## src/itsw_pkg.sv

```systemverilog
// constants shared by the interval timer with square-wave output
package itsw_pkg;

    // system clock of this design
    localparam int CLK_PERIOD_NS = 40;

    // one reference machine cycle, the base that the prescalers divide
    localparam int REF_CYCLE_NS = 1000;
    localparam int REF_DIV_CYCLES = (REF_CYCLE_NS + CLK_PERIOD_NS - 1) / CLK_PERIOD_NS;
    localparam int BASE_W = 5;

    // tick periods as printed, in microseconds
    localparam int TICK_FINE_US = 8;
    localparam int TICK_COARSE_US = 128;
    localparam int NS_PER_US = 1000;
    localparam int TICK_FINE_CYCLES = TICK_FINE_US * NS_PER_US / CLK_PERIOD_NS;
    localparam int TICK_COARSE_CYCLES = TICK_COARSE_US * NS_PER_US / CLK_PERIOD_NS;

    // prescaler division ratios derived from the tick periods
    localparam int SECOND_PRESC_DIV = TICK_FINE_US * NS_PER_US / REF_CYCLE_NS;
    localparam int FIRST_PRESC_DIV = TICK_COARSE_US / TICK_FINE_US;

    // widths
    localparam int COMPARE_W = 8;
    localparam int CTRL_W = 3;
    localparam int FIRST_PRESC_W = 4;
    localparam int SECOND_PRESC_W = 3;
    localparam int ACC_W = 8;

    // reset values
    localparam logic [COMPARE_W-1:0] COMPARE_RESET = 8'hFF;
    localparam logic [COMPARE_W-1:0] COUNT_ZERO = 8'h00;
    localparam logic [COMPARE_W-1:0] COUNT_ONE = 8'h01;
    localparam logic [CTRL_W-1:0] CTRL_RESET = 3'h7;

    // timer_control field positions
    localparam int CTRL_OE_LO_BIT = 0;
    localparam int CTRL_OE_HI_BIT = 1;
    localparam int CTRL_TICK_SEL_BIT = 2;

    // output_enable_hi/output_enable_lo pattern that lets the wave out
    localparam logic [1:0] OE_PATTERN = 2'h1;

endpackage

```

## src/itsw_timer.sv

```systemverilog
// programmable 8-bit interval timer with prescaler and square-wave output
`timescale 1ns/1ps
`default_nettype none

// Summary of operation
// - compare, two prescalers, up counter, comparator, toggle
// - counter steps every 8 or 128 us
// - interval is compare value plus one ticks
// - load compare, then start clears and restarts
// - equality of counter and compare raises request
// - match clears counter, counting repeats
// - toggle flips each match, drives wave pin
// - unmasked timer request ends the halted state
// - mask bit set blocks timer interrupt
// - zero compare: one match, then output stays high
// - stall ends on reset, stop or start
// - start at zero drops output, high after interval
// - 3-bit control, accumulator bits 0-2, read/write
// - bits 0-1 gate output, bit 2 selects tick
// - reset: clear counters, compare FF, control set
module itsw_timer (
    input wire logic clk_i,
    input wire logic sys_rst_i,
    input wire logic [itsw_pkg::ACC_W-1:0] acc_wdata_i,
    input wire logic load_compare_op_i,
    input wire logic ctrl_write_i,
    input wire logic timer_start_op_i,
    input wire logic stop_mode_i,
    input wire logic halt_state_i,
    input wire logic timer_mask_bit_i,
    input wire logic irq_ack_i,
    output logic [itsw_pkg::ACC_W-1:0] ctrl_rdata_o,
    output logic [itsw_pkg::COMPARE_W-1:0] upcounter_o,
    output logic timer_match_irq_o,
    output logic timer_irq_take_o,
    output logic halt_release_o,
    output logic timer_match_o,
    output logic square_wave_out_o
);

    // register state
    logic [itsw_pkg::COMPARE_W-1:0] compare_q;
    logic [itsw_pkg::COMPARE_W-1:0] compare_d;
    logic [itsw_pkg::CTRL_W-1:0] ctrl_q;
    logic [itsw_pkg::CTRL_W-1:0] ctrl_d;

    // counting state
    logic [itsw_pkg::COMPARE_W-1:0] count_q;
    logic [itsw_pkg::COMPARE_W-1:0] count_d;
    logic toggle_q;
    logic toggle_d;
    logic stall_q;
    logic stall_d;
    logic match;

    // request and output state
    logic irq_q;
    logic irq_d;
    logic release_q;
    logic release_d;
    logic match_q;
    logic match_d;
    logic wave_q;
    logic wave_d;

    // prescaler chain
    logic restart;
    logic base_carry;
    logic first_carry;
    logic second_en;
    logic tick;
    logic tick_sel;
    logic wave_enabled;

    // start or stop mode re-initialises the whole counting path
    assign restart = timer_start_op_i || stop_mode_i;

    assign tick_sel = ctrl_q[itsw_pkg::CTRL_TICK_SEL_BIT];

    assign wave_enabled = ({ctrl_q[itsw_pkg::CTRL_OE_HI_BIT],
                            ctrl_q[itsw_pkg::CTRL_OE_LO_BIT]} == itsw_pkg::OE_PATTERN);

    // reference machine cycle from the 40 ns clock
    itsw_prescaler #(
        .W(itsw_pkg::BASE_W),
        .DIV(itsw_pkg::REF_DIV_CYCLES)
    ) u_base (
        .clk_i(clk_i),
        .sys_rst_i(sys_rst_i),
        .clr_i(restart),
        .en_i(1'b1),
        .carry_o(base_carry)
    );

    // first prescaler: divide by 16 for the coarse tick
    itsw_prescaler #(
        .W(itsw_pkg::FIRST_PRESC_W),
        .DIV(itsw_pkg::FIRST_PRESC_DIV)
    ) u_first (
        .clk_i(clk_i),
        .sys_rst_i(sys_rst_i),
        .clr_i(restart),
        .en_i(base_carry),
        .carry_o(first_carry)
    );

    // coarse tick passes through the first prescaler, fine tick bypasses it
    assign second_en = tick_sel ? first_carry : base_carry;

    // second prescaler: divide by 8, its carry is the counter tick
    itsw_prescaler #(
        .W(itsw_pkg::SECOND_PRESC_W),
        .DIV(itsw_pkg::SECOND_PRESC_DIV)
    ) u_second (
        .clk_i(clk_i),
        .sys_rst_i(sys_rst_i),
        .clr_i(restart),
        .en_i(second_en),
        .carry_o(tick)
    );

    // compare value and control register writes
    always_comb begin
        compare_d = compare_q;
        ctrl_d = ctrl_q;
        if (load_compare_op_i) begin
            compare_d = acc_wdata_i[itsw_pkg::COMPARE_W-1:0];
        end
        if (ctrl_write_i) begin
            ctrl_d = acc_wdata_i[itsw_pkg::CTRL_W-1:0];
        end
    end

    always_ff @(posedge clk_i) begin
        if (sys_rst_i) begin
            compare_q <= itsw_pkg::COMPARE_RESET;
            ctrl_q <= itsw_pkg::CTRL_RESET;
        end else begin
            compare_q <= compare_d;
            ctrl_q <= ctrl_d;
        end
    end

    // up counter, comparator, toggle flip-flop and zero-value stall
    always_comb begin
        count_d = count_q;
        toggle_d = toggle_q;
        stall_d = stall_q;
        match = 1'b0;
        if (restart) begin
            count_d = itsw_pkg::COUNT_ZERO;
            toggle_d = 1'b0;
            stall_d = 1'b0;
        end else if (tick && !stall_q) begin
            if (count_q == compare_q) begin
                match = 1'b1;
                count_d = itsw_pkg::COUNT_ZERO;
                toggle_d = !toggle_q;
                if (compare_q == itsw_pkg::COUNT_ZERO) begin
                    stall_d = 1'b1;
                end
            end else begin
                count_d = count_q + itsw_pkg::COUNT_ONE;
            end
        end
    end

    always_ff @(posedge clk_i) begin
        if (sys_rst_i) begin
            count_q <= itsw_pkg::COUNT_ZERO;
            toggle_q <= 1'b0;
            stall_q <= 1'b0;
        end else begin
            count_q <= count_d;
            toggle_q <= toggle_d;
            stall_q <= stall_d;
        end
    end

    // timer request flag; a match in the acknowledge cycle still sets it
    always_comb begin
        irq_d = irq_q;
        if (irq_ack_i || stop_mode_i) begin
            irq_d = 1'b0;
        end
        if (match) begin
            irq_d = 1'b1;
        end
    end

    always_ff @(posedge clk_i) begin
        if (sys_rst_i) begin
            irq_q <= 1'b0;
        end else begin
            irq_q <= irq_d;
        end
    end

    // halt release pulse, match strobe and wave output
    always_comb begin
        release_d = match && halt_state_i && !timer_mask_bit_i;
        match_d = match;
        wave_d = toggle_d && wave_enabled;
    end

    always_ff @(posedge clk_i) begin
        if (sys_rst_i) begin
            release_q <= 1'b0;
            match_q <= 1'b0;
            wave_q <= 1'b0;
        end else begin
            release_q <= release_d;
            match_q <= match_d;
            wave_q <= wave_d;
        end
    end

    // readback and status
    assign ctrl_rdata_o = {{(itsw_pkg::ACC_W - itsw_pkg::CTRL_W){1'b0}}, ctrl_q};
    assign upcounter_o = count_q;
    assign timer_match_irq_o = irq_q;
    assign timer_irq_take_o = irq_q && !timer_mask_bit_i;
    assign halt_release_o = release_q;
    assign timer_match_o = match_q;
    assign square_wave_out_o = wave_q;

endmodule

`default_nettype wire

```

## src/itsw_prescaler.sv

```systemverilog
// one modulo counter stage of the prescaler chain
`timescale 1ns/1ps
`default_nettype none

module itsw_prescaler #(
    parameter int W = 4,
    parameter int DIV = 16
) (
    input wire logic clk_i,
    input wire logic sys_rst_i,
    input wire logic clr_i,
    input wire logic en_i,
    output logic carry_o
);

    localparam logic [W-1:0] LAST = W'(DIV - 1);
    localparam logic [W-1:0] ZERO = '0;
    localparam logic [W-1:0] STEP = W'(1);

    logic [W-1:0] cnt_q;
    logic [W-1:0] cnt_d;

    // carry marks the last count of the stage
    assign carry_o = en_i && !clr_i && (cnt_q == LAST);

    always_comb begin
        cnt_d = cnt_q;
        if (clr_i) begin
            cnt_d = ZERO;
        end else if (en_i) begin
            if (cnt_q == LAST) begin
                cnt_d = ZERO;
            end else begin
                cnt_d = cnt_q + STEP;
            end
        end
    end

    always_ff @(posedge clk_i) begin
        if (sys_rst_i) begin
            cnt_q <= '0;
        end else begin
            cnt_q <= cnt_d;
        end
    end

endmodule

`default_nettype wire

```

## config.mk

```make
export PLATFORM = sky130hd
export DESIGN_NAME = itsw_timer
export DESIGN_NICKNAME = d
export VERILOG_FILES = /design/src/itsw_pkg.sv /design/src/itsw_timer.sv /design/src/itsw_prescaler.sv
export SDC_FILE = /design/constraint.sdc
export NUM_CORES = 1
export LEC_CHECK = 0
export ABC_AREA = 1
export BUFFER_PORTS_ARGS = -buffer_cell sky130_fd_sc_hd__buf_2
export CORE_MARGIN = 8
export CORE_UTILIZATION = 59
export DETAILED_ROUTE_END_ITERATION = 6
export PLACE_DENSITY_LB_ADDON = 0.25
export SYNTH_ARGS = -nofsm -noshare
export SYNTH_HDL_FRONTEND = slang
export SYNTH_SLANG_ARGS = --single-unit
export TNS_END_PERCENT = 10
```

## constraint.sdc

```tcl
create_clock -name clk_i -period 3.1 [get_ports clk_i]
set_input_delay 0.155 -clock clk_i [delete_from_list [all_inputs] [get_ports clk_i]]
set_output_delay 0.155 -clock clk_i [all_outputs]
set_load 0.01 [all_outputs]
```

==> results of run 1 <==
[per-stage QoR]
stage | setup slack, ps | area [um^2] | power [W] | util, %
after floorplan | 1620 | 1980 | 0.000550 | -
after global placement | 1350 | 2140 | 0.000567 | 65.8
after detailed placement | 1260 | 2140 | 0.000569 | 65.8
after CTS | 1430 | 2250 | 0.000822 | 69.2
after global routing | 1240 | 2250 | 0.000857 | 69.2
final | 1450 | 2250 | 0.000812 | 69.2
[power by group]
group / switching [W] / internal [W] / leakage [nW]
combinational: 0.0000413 / 0.0000285 / 0.808
clock: 0.000162 / 0.0000864 / 0.0320
sequential: 0.00000871 / 0.000486 / 0.301
[repair_timing]
item	4_1_cts	5_1_grt
resized for setup	0	0
endpoints found under the hold margin	6	0
hold buffers	6	0
[state kept, by name (all words and copies together), names as in the netlist]
signal             count
compare_q              8
ctrl_q                 3
halt_release_o         1
square_wave_out_o      1
stall_q                1
timer_match_irq_o      1
timer_match_o          1
toggle_q               1
u_base.cnt_q           5
u_first.cnt_q          4
u_second.cnt_q         3
upcounter_o            8
[placed cells by master, fill, tap and decap left out]
master / n
nor2_1: 23
a211oi_1: 1
o211a_1: 1
buf_2: 32
nor2_8: 2
nor2_2: 7
xor2_1: 4
nand2_4: 2
clkinv_2: 2
dfxtp_1: 37
nand2_1: 58
nor2_4: 2
a21oi_1: 13
nand2_2: 7
nand3b_1: 1
ha_1: 6
nor3_1: 3
o21ai_0: 16
nand3_4: 2
nand3_2: 2
xnor2_1: 4
nor3_2: 2
nand4_1: 3
clkbuf_1: 1
inv_2: 1
nand3_1: 7
conb_1: 5
inv_1: 49
o21ai_2: 1
dlygate4sd3_1: 6
nor4_1: 2
nor3b_2: 1
o41ai_1: 1
clkbuf_4: 5
[per-layer routing]
layer,GRT usage (%),vias up
li1,-,899
met1,17.7,730
met2,27.9,22
met3,6.82,6
met4,4.88,0
met5,0,-
[worst max path at each step]
stage	to
after global routing	upcounter_o[1]
after floorplan	upcounter_o[7]
after CTS	upcounter_o[7]
after detailed placement	u_first.cnt_q[1]
after global placement	u_first.cnt_q[1]
final	upcounter_o[7]
[cell families (layout without fill, tap and decap cells)]
group,count (synthesis),after routing,synth area share [%]
compound gates,33,33,9.18
other cells,1,5,0.191
fa+ha+maj,6,6,3.82
buf+inv,58,96,12.2
flops,37,37,37.7
simple gates,124,124,33.3
xor+xnor,8,8,3.57
[worst max-delay path, stage by stage, from the launching register on]
cell and delay (ps):
dfxtp_1 370, ha_1 150, ha_1 160, inv_1 70
nor2_2 150, inv_1 120, nor2_8 200, nand3_4 100
nand2_2 170, nor2_1 70
[area by class of cell]
cell class              instances  area [um^2]
clock inverters                 2         10.0
fillers                       304         1000
multi-input cells             176          997
repair buffers                 38          220
well taps                      46         57.6
flip-flops and latches         37          741
clock buffers                   6         41.3
inverters                      50          188
[cells in the mapped netlist (3+ instances only)]
| cell type | count |
|---|---|
| ha_1 | 6 |
| o21ai_0 | 16 |
| xnor2_1 | 4 |
| nor2_2 | 7 |
| a21oi_1 | 13 |
| nor2_1 | 23 |
| dfxtp_1 | 37 |
| inv_1 | 49 |
| nand3_1 | 7 |
| nand4_1 | 3 |
| buf_4 | 6 |
| xor2_1 | 4 |
| nor3_1 | 3 |
| nand2_1 | 58 |
| nand2_2 | 7 |
==> results.toml, run 1 <==
[sta]
relSlewSlack_pct = 48.8
slew_violations = 0
fin_worst_skew_ps = 7.35
worst_pin_slew_ps = 765
fin_crit_ps = 1650
finalHoldViolations = 0
fin_tns_setup_ps = 0
whs_ps = 17.7
rsz0062_at_grt = "no"
setup_violations = 0
finalCritPeriodShare_pct = 53.2
max_freq_mhz = 606

[floorplanning]
die_w_um = 73.7
core_mm2 = 0.00326
design.die.area_mm2 = 0.00543
start_util_pct = 60.3
rows = 21
die_y_um = 73.7
boundaryPins = 38

[logic_synthesis]
yosys-top-cells-area = "dfxtp_1 38%, nand2_1 11%, inv_1 9.4%"
synth_area_mm2 = 0.00196
synth_ff_type = "dfxtp_1"
syn_area_per_cell_um2 = 7.35
seq_area_frac_synth_pct = 37.7
yosys.area.top_type_share_pct = 37.7
yosysWarnings = 0
syn_inst = 267
synth_edf_count = 0
yosys.area.top_type = "dfxtp_1"
yosys_register_bits = 37
ys_types = 31
async_flop_share_pct = 0

[worst_setup_path]
reg2reg_slack_ps = 1450
crit_required_ps = 3350
cp-startpoint = "u_second.cnt_q[0]"
rr_worst_depth = 9
worstSetupPathType = "reg -> reg"
r2r_end = "upcounter_o[7]"
critPathLaunchType = "register"
endpoint_kind = "register"
reg2reg_from = "u_second.cnt_q[0]"
crit_fanout = 8
arrival_ps = 1900

[drt]
drtIter0Drc = 75
top_layer = "met4"
totalWireLength_um = 3960
vias_per_cell = 4.67
wl_met1_um = 1780
drc = 0
wl_per_cell_um = 11.2
drt-pass1-iter-count = 4
vias = 1657
met3_length_um = 171
postRouteAntennaNets = 0
route.met2.wl_um = 1960

[clock_tree]
cts_buffers = 5
clockBufferDepth = 2
h-tree-depth = 2
cts_tree = "done"
clock_latency_ps = 350
cts_setup_buffers = 0
clkSinkCount = 37
clk_pin_slew_worst_paths_ps = 110
cts-root-buf = "clkbuf_4"

[placed_design]
dp_cells = 341
dp_hpwl_um = 3050
io_buffer_count = 32
gp_congestion = 0.775

[min_path]
hold_path_class = "in -> reg"
hold_depth = 2
min_from = "stop_mode_i"
min_to = "timer_match_irq_o"

[power_and_ir_drop]
ir_drop_uv = 272
leakagePower_nw = 1.14
power_per_cell_area_mw_per_mm2 = 360

[finish]
n_antenna_cell = 0
layout.nets = 331
fin_cells = 355
area.growth.synth_to_final_pct = 14.9
drive_above_1_share_pct = 22.0

[grt]
antenna_found_initial = 0
grt_max_degree = 17
grt.overflow.total = 0
grt_pass1_vias = 1591
grt_pass1_wl_um = 6810
grtUsageTotal_pct = 16.3

[run_status]
status = "complete, no violations"

[flow_run]
max-cap-violations = 0
Note: power is estimated with default switching activity, not from simulation.
==> run 2: changes to the inputs <==
- CORE_UTILIZATION: 59 -> 54
- clock period: 3.1 -> 1.6 ns (I/O delays scaled with it)
==> run 2 against run 1 <==
Cell count increased by 3.7%; design area increased by 5.2%; register-to-register slack got worse by 1300 ps; global-route usage decreased by 0.77 points; fmax increased by 11%; sequential share of layout area decreased by 1.5 points; die area increased by 7.2%; via count increased by 2.2%; clock skew decreased by 1.3 ps; utilization decreased by 2.9 points; routed wire length increased by 5.5%.
==> results.toml, run 2 (same netlist as run 1, synthesis figures left out) <==
[run_status]
status = "complete, no violations"

[worst_setup_path]
cp_top_family = "simple AND/OR/NAND/NOR gates"
critPathLaunchType = "register"
endpoint_kind = "register"
path_cells = "ha_1, ha_1, inv_1, nor2_2, inv_2, nor2_8, nand3_4, nand2_2, nand3_2, nor2_2"
path_buf_inv = 2
rr_worst_depth = 10
crit_fanout = 8
crit_slowest_cell = "dfxtp_2"
cpPeakStageDelay_ps = 350
worstSetupPathType = "reg -> reg"
reg2reg_from = "u_second.cnt_q[0]"
reg2reg_slack_ps = 120
crit_required_ps = 1890
arrival_ps = 1770
r2r_end = "square_wave_out_o"

[sta]
fin_crit_ps = 1480
max_freq_mhz = 674
rsz0062_at_grt = "yes"
setup_violations = 0
fin_worst_skew_ps = 6.01
finalHoldViolations = 0
finalCritPeriodShare_pct = 92.8
slew_violations = 0

[clock_tree]
clk_pin_slew_worst_paths_ps = 100
clock_latency_ps = 340
h-tree-depth = 2
cts_buffers = 5
cts_tree = "done"
cts_setup_buffers = 0
cts-root-buf = "clkbuf_4"
clkSinkCount = 37
clockBufferDepth = 2

[min_path]
min_from = "load_compare_op_i"
hold_depth = 2
hold_path_class = "in -> reg"
min_to = "compare_q[0]"

[finish]
layout.nets = 342
final_common_cell = "nand2_1"
nFillCells = 332
n_antenna_cell = 0
multi_input_area_mm2 = 0.00100
fin_util_pct = 66.3
drive_above_1_share_pct = 22.8
layout_common_cells = "57 x nand2_1, 48 x inv_1, 34 x dfxtp_1"
area.growth.synth_to_final_pct = 20.8
seq_area_um2 = 744

[power_and_ir_drop]
p_int_w = 0.00119
finalPower_w = 0.00159
p_sw_w = 0.000398
combPwrFrac_pct = 10.0
leakagePower_nw = 1.18
power_frac_seq_pct = 60.4
power_per_cell_area_mw_per_mm2 = 669
switching_share_pct = 25.1
ir_drop_uv = 466
clockPowerShare_pct = 29.6

[grt]
grt_pass1_wl_um = 7470
grt.overflow.total = 0
grt_pass1_vias = 1710
grt_max_degree = 17
antenna_found_initial = 0
grtUsageTotal_pct = 15.5

[drt]
vias_per_cell = 4.60
drtIter0Drc = 25
drt-pass1-iter-count = 4
drc = 0
totalWireLength_um = 4180
vias = 1693
postRouteAntennaNets = 0
wl_per_cell_um = 11.4

[placed_design]
io_buffer_count = 32
dp_hpwl_um = 3030
gp_congestion = 0.789

[floorplanning]
die_y_um = 76.3
core_mm2 = 0.00358
design.die.area_mm2 = 0.00582
die_w_um = 76.3
boundaryPins = 38
start_util_pct = 54.9
rows = 22

[flow_run]
max-cap-violations = 0
[run 2: worst max path at each step]
| stage | from | to | slack (ps) | cells past startpoint |
|---|---|---|---|---|
| 6_report | u_second.cnt_q[0] | square_wave_out_o | 120 | 10 |
| 2_1_floorplan | u_second.cnt_q[0] | upcounter_o[7] | 120 | 11 |
| 5_1_grt | u_first.cnt_q[1] | upcounter_o[6] | -30 | 7 |
| 3_5_place_dp | u_second.cnt_q[0] | upcounter_o[0] | 60 | 9 |
| 4_1_cts | u_second.cnt_q[0] | upcounter_o[7] | 50 | 9 |
| 3_3_place_gp | u_base.cnt_q[0] | upcounter_o[7] | 120 | 9 |
[run 2: stage by stage]
stage | cell area (um^2) | hold WS (ps) | setup WS [ps] | setup TNS [ps] | instances
finish | 2370 | 98.3 | 115 | 0 | 368
global route | 2370 | 98.5 | -27.6 | -48.9 | 368
floorplan | 1980 | 151 | 117 | 0 | 271
CTS | 2360 | 93.0 | 48.9 | 0 | 368
detailed placement | 2160 | 268 | 60.8 | 0 | 345
global placement | 2160 | 264 | 119 | 0 | 345
[run 2: power by group through the flow]
stage | registers [W] | logic, W | clock network (W)
floorplan | 0.000978 | 0.0000878 | 0
global placement | 0.000979 | 0.000123 | 0
global route | 0.000962 | 0.000178 | 0.000527
finish | 0.000959 | 0.000158 | 0.000469
CTS | 0.000958 | 0.000153 | 0.000481
detailed placement | 0.000979 | 0.000125 | 0
[run 2: routing by layer]
metal	vias to the layer above	routed length (um)	part of all wire, %	GRT usage (%)
met5	-	0	0	0
met4	0	74	1.8	6.35
met3	6	185	4.4	5.19
met2	28	2050	49	26.9
met1	741	1870	45	16.8
li1	918	-	-	-
[run 2: area by class of cell]
type	instances	area share [%]
clock buffers	8	2.06
inverters	50	7.92
multi-input cells	176	42.4
flip-flops and latches	37	31.4
well taps	48	2.53
repair buffers	49	13.7
[run 2: what timing repair did]
action                                  CTS  global route
gates resized for setup                   0             6
hold endpoints to repair                 13             0
endpoints found under the setup margin    0            10
hold buffers                             15             0
